## config.mk

```make
export PLATFORM = sky130hd
export DESIGN_NAME = twi_shortcut_irq
export DESIGN_NICKNAME = d
export VERILOG_FILES = /design/src/twi_irq_pkg.sv /design/src/twi_shortcut_irq.sv
export VERILOG_INCLUDE_DIRS = /design/src
export SDC_FILE = /design/constraint.sdc
export NUM_CORES = 1
export LEC_CHECK = 0
export BUFFER_PORTS_ARGS = -buffer_cell sky130_fd_sc_hd__buf_2
export CORE_AREA = 5 5 105 77
export DETAILED_ROUTE_END_ITERATION = 8
export DIE_AREA = 0 0 110 82
export PLACE_DENSITY = 0.71
export SETUP_SLACK_MARGIN = 0.05
export SLEW_MARGIN = 15
export SYNTH_ARGS = -nofsm -noshare
export SYNTH_HDL_FRONTEND = slang
export SYNTH_SLANG_ARGS = --single-unit
```

## constraint.sdc

```tcl
create_clock -name aclk -period 3.4 [get_ports aclk]
set_clock_uncertainty 0.2 [all_clocks]
set_input_delay 0.51 -clock aclk [delete_from_list [all_inputs] [get_ports aclk]]
set_output_delay 0.51 -clock aclk [all_outputs]
set_load 0.1 [all_outputs]
```

## src/twi_irq_consts.svh

```systemverilog
// Offsets, field positions and reset values of the shortcut and interrupt block.
// Assumes inclusion by bare name from the package and the design file.
`ifndef TWI_IRQ_CONSTS_SVH
`define TWI_IRQ_CONSTS_SVH

// ----------------------------------------
// Register byte offsets
// ----------------------------------------
`define OFS_EVENT_TASK_LINKS 12'h200
`define OFS_IRQ_ENABLE_SET 12'h304
`define OFS_IRQ_STATUS 12'h400
`define ADDR_W 12

// ----------------------------------------
// Field positions
// ----------------------------------------
`define LINK_PAUSE_BIT 0
`define LINK_HALT_BIT 1
`define EV_HALTED_BIT 0
`define EV_RX_BIT 1
`define EV_TX_BIT 2
`define EV_ERROR_BIT 3
`define EV_EDGE_BIT 4
`define EV_PAUSED_BIT 5
`define NUM_EV 6
`define NUM_LINKS 2

// ----------------------------------------
// Reset values and responses
// ----------------------------------------
`define RST_LINKS 2'h0
`define RST_ARMED 6'h00
`define RST_STATUS 6'h00
`define RESP_OKAY 2'h0
`define RESP_SLVERR 2'h2

`endif

```

## src/twi_irq_pkg.sv

```systemverilog
// Types shared by the shortcut and interrupt block and its users.
// Assumes the constants header sits in the same folder.
`include "twi_irq_consts.svh"

package twi_irq_pkg;

  // Event pulses from the serial engine, one cycle each
  typedef struct packed {
    logic paused;
    logic byte_edge;
    logic error;
    logic tx_byte_done;
    logic rx_byte_ready;
    logic halted;
  } events_s;

  // Transfer context from the serial engine
  typedef struct packed {
    logic read_xfer;
    logic ack_done;
    logic xfer_end;
  } xfer_s;

  // Task triggers towards the serial engine
  typedef struct packed {
    logic halt;
    logic pause;
  } tasks_s;

  typedef enum logic [0:0] {
    bus_idle,
    bus_resp
  } bus_state_e;

  typedef struct packed {
    logic [`NUM_LINKS-1:0] links;
    logic [`NUM_EV-1:0] armed;
    logic [`NUM_EV-1:0] status;
    logic pause_pend;
    tasks_s tasks;
    logic paused_evt;
    logic irq;
    bus_state_e wr_state;
    logic aw_have;
    logic w_have;
    logic [`ADDR_W-1:0] aw_addr;
    logic [31:0] wdata;
    logic [3:0] wstrb;
    logic awready;
    logic wready;
    logic [1:0] bresp;
    bus_state_e rd_state;
    logic arready;
    logic [31:0] rdata;
    logic [1:0] rresp;
  } state_s;

endpackage

```

## src/twi_shortcut_irq.sv

```systemverilog
// Shortcut links and interrupt arming for the two-wire serial port.
// Assumes event pulses and transfer context come from the serial engine
// on aclk, and software reaches the registers over AXI4-Lite.
//
// Operation
// - Two link bits let each byte-edge event fire the pause task and/or the halt task.
// - Writing one to the halted field arms its interrupt and reading shows the armed state.
// - Writing one to the received-byte field arms that interrupt and reads back armed.
// - Writing one to the transmitted-byte field arms that interrupt and reads back armed.
// - Writing one to the error field arms that interrupt and reads back armed.
// - Writing one to the byte-edge field arms that interrupt and reads back armed.
// - Writing one to the paused field arms that interrupt and reads back armed.
// - The paused event comes only in a read transfer right after the ack, if pause was asked.
// - The pause request is judged per read transfer; none asked means no paused event.
// - The byte-edge event comes before each byte and drives both links.
`include "twi_irq_consts.svh"
`timescale 1ns/1ps
`default_nettype none

module twi_shortcut_irq (
  input wire logic aclk,
  input wire logic aresetn,
  input wire logic [`ADDR_W-1:0] s_axi_awaddr,
  input wire logic s_axi_awvalid,
  output logic s_axi_awready,
  input wire logic [31:0] s_axi_wdata,
  input wire logic [3:0] s_axi_wstrb,
  input wire logic s_axi_wvalid,
  output logic s_axi_wready,
  output logic [1:0] s_axi_bresp,
  output logic s_axi_bvalid,
  input wire logic s_axi_bready,
  input wire logic [`ADDR_W-1:0] s_axi_araddr,
  input wire logic s_axi_arvalid,
  output logic s_axi_arready,
  output logic [31:0] s_axi_rdata,
  output logic [1:0] s_axi_rresp,
  output logic s_axi_rvalid,
  input wire logic s_axi_rready,
  input wire twi_irq_pkg::events_s engine_events,
  input wire twi_irq_pkg::xfer_s xfer,
  input wire logic pause_task_sw,
  output twi_irq_pkg::tasks_s tasks,
  output logic paused_event,
  output logic irq
);
  import twi_irq_pkg::*;

  state_s st_r;
  state_s st_nxt;

  // ----------------------------------------
  // Next-state logic
  // ----------------------------------------
  always_comb begin
    logic [`NUM_EV-1:0] ev;
    logic [`NUM_EV-1:0] clr;
    logic [31:0] rd;
    logic wr_go;
    logic edge_now;
    logic pause_req;
    ev = '0;
    clr = '0;
    rd = '0;
    wr_go = 1'b0;
    edge_now = 1'b0;
    pause_req = 1'b0;
    st_nxt = st_r;

    // Shortcut links
    edge_now = engine_events.byte_edge;
    st_nxt.tasks.pause = edge_now & st_r.links[`LINK_PAUSE_BIT];
    st_nxt.tasks.halt = edge_now & st_r.links[`LINK_HALT_BIT];

    // Pause request held for the current transfer only
    pause_req = st_r.pause_pend | pause_task_sw | st_nxt.tasks.pause;
    st_nxt.paused_evt = 1'b0;
    if (xfer.read_xfer && xfer.ack_done && pause_req) begin
      st_nxt.paused_evt = 1'b1;
      st_nxt.pause_pend = 1'b0;
    end else if (xfer.xfer_end) begin
      st_nxt.pause_pend = 1'b0;
    end else begin
      st_nxt.pause_pend = pause_req;
    end

    ev[`EV_HALTED_BIT] = engine_events.halted;
    ev[`EV_RX_BIT] = engine_events.rx_byte_ready;
    ev[`EV_TX_BIT] = engine_events.tx_byte_done;
    ev[`EV_ERROR_BIT] = engine_events.error;
    ev[`EV_EDGE_BIT] = engine_events.byte_edge;
    // Paused flag only from own qualified pulse; raw input ignored
    ev[`EV_PAUSED_BIT] = st_r.paused_evt;

    // Write channel
    if (s_axi_awvalid && st_r.awready) begin
      st_nxt.aw_have = 1'b1;
      st_nxt.aw_addr = s_axi_awaddr;
    end
    if (s_axi_wvalid && st_r.wready) begin
      st_nxt.w_have = 1'b1;
      st_nxt.wdata = s_axi_wdata;
      st_nxt.wstrb = s_axi_wstrb;
    end
    case (st_r.wr_state)
      bus_idle: begin
        if (st_r.aw_have && st_r.w_have) begin
          wr_go = 1'b1;
          st_nxt.aw_have = 1'b0;
          st_nxt.w_have = 1'b0;
          st_nxt.wr_state = bus_resp;
          st_nxt.bresp = `RESP_OKAY;
        end
      end
      bus_resp: begin
        if (s_axi_bready) begin
          st_nxt.wr_state = bus_idle;
        end
      end
      default: begin
        st_nxt.wr_state = bus_idle;
      end
    endcase

    // Only byte lane 0 holds fields
    if (wr_go) begin
      case (st_r.aw_addr & ~12'h003)
        `OFS_EVENT_TASK_LINKS: begin
          if (st_r.wstrb[0]) begin
            st_nxt.links = st_r.wdata[`NUM_LINKS-1:0];
          end
        end
        `OFS_IRQ_ENABLE_SET: begin
          if (st_r.wstrb[0]) begin
            // Set-only: zeros leave fields alone
            st_nxt.armed = st_r.armed | st_r.wdata[`NUM_EV-1:0];
          end
        end
        `OFS_IRQ_STATUS: begin
          if (st_r.wstrb[0]) begin
            clr = st_r.wdata[`NUM_EV-1:0];
          end
        end
        default: begin
          st_nxt.bresp = `RESP_SLVERR;
        end
      endcase
    end
    // New event beats a clear in the same cycle
    st_nxt.status = (st_r.status & ~clr) | ev;

    st_nxt.awready = !st_nxt.aw_have && st_nxt.wr_state == bus_idle;
    st_nxt.wready = !st_nxt.w_have && st_nxt.wr_state == bus_idle;

    // Read channel
    case (st_r.rd_state)
      bus_idle: begin
        if (s_axi_arvalid && st_r.arready) begin
          st_nxt.rd_state = bus_resp;
          st_nxt.rresp = `RESP_OKAY;
          case (s_axi_araddr & ~12'h003)
            `OFS_EVENT_TASK_LINKS: rd[`NUM_LINKS-1:0] = st_r.links;
            // Read-back of armed state
            `OFS_IRQ_ENABLE_SET: rd[`NUM_EV-1:0] = st_r.armed;
            `OFS_IRQ_STATUS: rd[`NUM_EV-1:0] = st_r.status;
            default: st_nxt.rresp = `RESP_SLVERR;
          endcase
          st_nxt.rdata = rd;
        end
      end
      bus_resp: begin
        if (s_axi_rready) begin
          st_nxt.rd_state = bus_idle;
        end
      end
      default: begin
        st_nxt.rd_state = bus_idle;
      end
    endcase
    st_nxt.arready = st_nxt.rd_state == bus_idle;

    st_nxt.irq = |(st_nxt.status & st_nxt.armed);
  end

  // ----------------------------------------
  // State register
  // ----------------------------------------
  always_ff @(posedge aclk) begin
    if (!aresetn) begin
      st_r <= '0;
      st_r.links <= `RST_LINKS;
      st_r.armed <= `RST_ARMED;
      st_r.status <= `RST_STATUS;
      st_r.wr_state <= bus_idle;
      st_r.rd_state <= bus_idle;
    end else begin
      st_r <= st_nxt;
    end
  end

  assign s_axi_awready = st_r.awready;
  assign s_axi_wready = st_r.wready;
  assign s_axi_bvalid = (st_r.wr_state == bus_resp);
  assign s_axi_bresp = st_r.bresp;
  assign s_axi_arready = st_r.arready;
  assign s_axi_rvalid = (st_r.rd_state == bus_resp);
  assign s_axi_rdata = st_r.rdata;
  assign s_axi_rresp = st_r.rresp;
  assign tasks = st_r.tasks;
  assign paused_event = st_r.paused_evt;
  assign irq = st_r.irq;

endmodule
`default_nettype wire

```

==> reports/results.tsv, run 1 <==
metric	value	unit
pwr-share-clk	0.269	
rsz0062_at_grt	no	
crit_fanout	6	
clk_pin_slew	0.10	ns
drtIter0Drc	86	
slew_headroom	0.533	
wl	5000	um
drt-pass1-iter-count	4	
async_reset_ff_frac	0	
nets	391	
critPathLaunch	st_r[79]$_SDFFE_PN0P_	
routabilityCongestion	0.749	
seq_area_frac_synth	0.442	
p_sw_frac	0.361	
insertion_delay	0.30	ns
die_y	82	um
layout_worst_path_cycle_share	0.788	
p_switching	473	uW
post_cts_resized	0	
clockRootBuffer	clkbuf_8	
htree_levels	2	
die-area	9020	um^2
critPathMaxStageDelay	0.69	ns
area_growth	13.5	%
maxCapViolCount	0	
finalSetupViolations	0	
cts_tree	built	
clock_path_buffers	2	
p_seq_frac	0.499	
endpoint_kind	flip-flop	
design_area	2670	um^2
hold_path_class	in2reg	
cp_top_family	simple AND/OR/NAND/NOR gates	
synth_flop_cell	dfxtp_1	
power.leakage	0.00120	uW
diodes	0	
numPortBuffers	60	
viasPerCell	4.50	
drive_gt1_frac	0.244	
core	7060	um^2
start_util	0.333	
combPwrFrac	0.232	
worstSetupPathType	reg2reg	
cts_hold_buf	0	
cts_inserted_buffers	5	
startpoint_type	flip-flop	
synth_area	2350	um^2
antenna_left	0	
fin_tns_setup	0	ns
synth.distinct_cells	37	
cp_data_required_time	3.40	ns
worstRegToRegCells	5	
cts_sinks	52	
syn_inst	265	
fillers	746	
overflow	0	
status	finished, final reports clean	
p_per_area	491	nW/um^2
tightestPinTransition	0.700	ns
intPower	838	uW
max_freq	373	MHz
core.rowCount	26	
worst_ep_arrival_time	2.68	ns
grt_usage	0.113	
min_period	2.68	ns
fp.dieW	110	um
cp.depth	5	
grt_pass1_vias	1773	
cts_setup_buffers	0	
grt_first_pass_wirelength	7980	um
synth_seq_cells	52	
place_hpwl	3840	um
ir_drop	146	uV
antenna_found_initial	0	
num_vias	1860	
r2r_end	irq$_SDFF_PN0_	
synth_edf_count	0	
worstPathCellList	or4_4, or4_1, o21a_1, o21ba_1, o41a_1	
timing.rr.start	st_r[79]$_SDFFE_PN0P_	
synth.avg_cell_area	8.88	um^2
yosysWarnings	0	
path_buf_inv	0	
post_dp_cell_area	2580	um^2
hold_violations	0	
slowest_stage	or4_1	
route.detailed.drc	0	
rrSetupSlack	0.72	ns
grt_max_degree	51	
maxSlewViolCount	0	
crit_path_end	irq$_SDFF_PN0_	
io_pins	122	
routedWlPerCell	12.1	um
## synth_stat cells (all sizes together), types with 3 or more instances
cell | n | area [um^2]
a22oi | 4 | 30.0
or4 | 3 | 27.5
nor4 | 4 | 25.0
o22ai | 8 | 50.1
nand3 | 7 | 35.0
clkbuf | 10 | 38.8
and2 | 4 | 25.0
nand2 | 38 | 143
nand2b | 7 | 43.8
nor2 | 7 | 26.3
o21a | 4 | 30.0
a21oi | 11 | 55.1
dfxtp | 52 | 1040
inv | 5 | 18.8
and3 | 5 | 31.3
a21boi | 18 | 135
buf | 38 | 285
o211a | 5 | 50.1
nor2b | 14 | 87.6
## cells by family (layout without fill, tap and decap cells)
kind of cell              Yosys count  count (layout)  share of synthesized area
AOI/OAI and AO/OA                  58              58                      0.181
and+or+nand+nor                    99              99                      0.222
xor gates and xnor gates            1               1                    0.00372
DFF                                52              52                      0.442
buffers and inverters              53              77                      0.146
other                               1              27                    0.00159
muxes                               1               1                    0.00425
## how the worst min path moves through the flow
stage | startpoint | cells past startpoint | slack [ns] | end
6_report | xfer[0] | 2 | 0.16 | st_r[95]$_SDFF_PP0_
5_1_grt | xfer[0] | 2 | 0.14 | st_r[95]$_SDFF_PP0_
4_1_cts | xfer[0] | 2 | 0.14 | st_r[95]$_SDFF_PP0_
3_5_place_dp | st_r[87]$_SDFFE_PN0P_ | 2 | 0.25 | st_r[87]$_SDFFE_PN0P_
3_3_place_gp | st_r[87]$_SDFFE_PN0P_ | 2 | 0.25 | st_r[87]$_SDFFE_PN0P_
2_1_floorplan | st_r[87]$_SDFFE_PN0P_ | 2 | 0.24 | st_r[87]$_SDFFE_PN0P_
## layout make-up
class | count | area, um^2 | share of cell area
flip-flops and latches | 52 | 1040 | 0.390
clock inverters | 3 | 21.3 | 0.00797
repair buffers | 64 | 330 | 0.124
clock buffers | 5 | 68.8 | 0.0258
well taps | 98 | 123 | 0.0459
multi-input cells | 186 | 1070 | 0.400
inverters | 5 | 18.8 | 0.00703
## through the flow
step,power (uW),instances,hold slack (ns),setup slack (ns),utilization
after detailed placement,973,405,0.255,0.736,0.365
after global placement,969,405,0.250,0.729,0.365
after floorplan,953,291,0.238,0.756,-
after CTS,1330,413,0.145,0.731,0.378
after global routing,1370,413,0.141,0.672,0.378
final,1310,413,0.155,0.719,0.378
## power groups by stage
| stage | clock network (uW) | registers, uW | logic (uW) |
|---|---|---|---|
| finish | 353 | 654 | 304 |
| detailed placement | 0 | 668 | 304 |
| floorplan | 0 | 696 | 257 |
| global placement | 0 | 667 | 302 |
| global route | 393 | 658 | 323 |
| CTS | 369 | 654 | 305 |
## flip-flops by register name, summed over array words and instances (netlist names)
name           count
s_axi_rdata        6
irq                1
st_r              34
s_axi_bresp        2
paused_event       1
tasks              2
s_axi_wready       1
s_axi_rresp        1
s_axi_bvalid       1
s_axi_awready      1
s_axi_arready      1
s_axi_rvalid       1
## cells in the final DEF (no fill, tap or decap), drive strengths merged
master    Yosys  routed
buf          38      64
dfxtp        52      52
nand2        38      38
conb          1      27
a21boi       18      18
nor2b        14      14
a21oi        11      11
o22ai         8       8
nand2b        7       7
nor2          7       7
nand3         7       7
inv           5       6
and3          5       5
o211a         5       5
clkbuf       10       5
and2          4       4
nor4          4       4
a22oi         4       4
o21a          4       4
or4           3       3
nand4b        2       2
o31ai         2       2
or2           2       2
or3           2       2
a222oi        2       2
o21ba         2       2
or4b          2       2
nand3b        1       1
xnor2         1       1
mux2i         1       1
a211o         1       1
nor3b         1       1
o41a          1       1
clkinv        0       1
clkinvlp      0       1
## metal layers
metal  up-vias  track usage  wire [um]
li1        941            -          -
met3         5       0.0322        345
met4         0       0.0399         51
met5         -            0          0
met2        50        0.181       2240
met1       864        0.145       2360
No activity file was read; power rests on OpenSTA's default activity.
==> run 2: changes to the inputs <==
Settings changed: PLACE_DENSITY 0.71 to 0.74.
Clock period 3.4 ns to 2.4 ns, I/O delays scaled along.
==> run 2 against run 1 <==
Compared with the run above:
- the run now ends with setup timing left
- flip-flop and latch count did not move
- critical path type unchanged
- non-clock buffer count increased by 11
- die area did not move
- worst setup slack lost 0.81 ns
- sequential power up 42%
- register-to-register slack got worse by 0.81 ns
- highest routed layer unchanged
- critical path depth grew 1
- hold slack got worse by 0.14 ns
- sequential share of layout area is 1.9 points lower
- via count up 1.6%
==> reports/results.tsv, run 2 (same netlist as run 1, synthesis figures left out) <==
metric	value	unit
io_pins	122	
worstPathCellList	or4b_4, or4_4, buf_6, o22ai_4, o22ai_2, o41a_1	
grt_first_pass_wirelength	8110	um
stdcell_count	424	
grt_max_degree	51	
die_y	82	um
viasPerCell	4.46	
tightestPinTransition	0.727	ns
preCtsSetupSlack	-0.220	ns
num_vias	1889	
place_hpwl	3900	um
maxSlewViolCount	0	
multi_input_area	1120	um^2
core	7060	um^2
crit_path_end	irq$_SDFF_PN0_	
area_growth	19.8	%
r2r_end	irq$_SDFF_PN0_	
wl	5130	um
worst_slack	-0.0917	ns
power.leakage	0.00127	uW
cts_sinks	52	
slew_headroom	0.516	
clock_path_buffers	2	
cts_tree	built	
htree_levels	2	
route.detailed.drc	0	
seqCellArea	1040	um^2
fin_tns_setup	-0.0917	ns
worstRegToRegCells	6	
overflow	0	
grt_usage	0.114	
antenna_found_initial	0	
ir_drop	257	uV
slowest_stage	or4_4	
design_area	2820	um^2
rrSetupSlack	-0.09	ns
nets	402	
p_per_area	674	nW/um^2
worstSetupPathType	reg2reg	
max_freq	401	MHz
rsz0062_at_grt	yes	
cts_hold_buf	0	
core.rowCount	26	
drive_gt1_frac	0.301	
cts_inserted_buffers	5	
hold_violations	0	
crit_fanout	4	
routedWlPerCell	12.1	um
final_cell_mix	60 x buf_2, 49 x dfxtp_1, 38 x nand2_1, 27 x conb_1, 18 x a21boi_0	
startpoint_type	flip-flop	
die-area	9020	um^2
drtIter0Drc	88	
clockRootBuffer	clkbuf_8	
critPathMaxStageDelay	0.56	ns
numPortBuffers	60	
violations	setup timing	
drt-pass1-iter-count	4	
largest_reg_flops	34	
insertion_delay	0.30	ns
timing.rr.start	st_r[78]$_SDFFE_PN0P_	
post_dp_cell_area	2660	um^2
start_util	0.333	
maxCapViolCount	0	
finalSetupViolations	1	
worst_ep_arrival_time	2.49	ns
fillers	737	
antenna_left	0	
min_period	2.49	ns
final_util	0.400	
cp_data_required_time	2.40	ns
layout_worst_path_cycle_share	1.04	
min_path_cells	2	
critPathLaunch	st_r[78]$_SDFFE_PN0P_	
dp_cells	415	
top_register	st_r	
diodes	0	
hold_path_class	in2reg	
grt_pass1_vias	1788	
endpoint_kind	flip-flop	
clk_pin_slew	0.10	ns
status	finished, violations left	
routabilityCongestion	0.814	
fp.dieW	110	um
final_common_cell	buf_2	
## run 2: layout make-up
type / instances / area share
multi-input cells: 186 / 0.398
flip-flops and latches: 52 / 0.370
repair buffers: 75 / 0.148
well taps: 98 / 0.0435
clock buffers: 5 / 0.0244
clock inverters: 3 / 0.00976
inverters: 5 / 0.00665
## run 2: how the worst min path moves through the flow
stage / slack, ns / end / startpoint
after floorplan: 0.24 / st_r[95]$_SDFF_PP0_ / xfer[0]
after global placement: 0.25 / st_r[87]$_SDFFE_PN0P_ / st_r[87]$_SDFFE_PN0P_
after detailed placement: 0.26 / st_r[81]$_SDFFE_PN0P_ / st_r[81]$_SDFFE_PN0P_
after CTS: 0.004 / st_r[95]$_SDFF_PP0_ / xfer[0]
after global routing: 0.01 / st_r[95]$_SDFF_PP0_ / xfer[0]
final: 0.01 / st_r[95]$_SDFF_PP0_ / xfer[0]
## run 2: what timing repair did
action                     CTS  global route
buffers inserted             0             1
pin swaps                    3             6
setup endpoints to repair    1             2
resized for setup            9             2
## run 2: power by group
| part | internal [uW] | switching, uW | total (uW) |
|---|---|---|---|
| Combinational | 98.6 | 360 | 459 |
| Sequential | 900 | 25.9 | 926 |
| Clock | 215 | 301 | 516 |
| Total | 1210 | 687 | 1900 |
## run 2: layer usage
layer	global-route usage	up-vias	share of wire
met5	0	-	0
met4	0.0336	0	0.0094
met3	0.0314	4	0.064
met2	0.188	51	0.46
met1	0.146	866	0.47
li1	-	968	-
## run 2: metrics by stage
stage               total power, uW  hold slack (ns)
detailed placement             1390            0.261
CTS                            1920          0.00383
global placement               1390            0.251
global route                   1990          0.00976
floorplan                      1350            0.236
finish                         1900           0.0125
## run 2: critical path: cells and delay by family (launching register included)
kind | cells | cell delay [ns]
compound gates | 3 | 0.63
buf+inv | 1 | 0.16
flops | 1 | 0.32
simple gates | 2 | 1.08
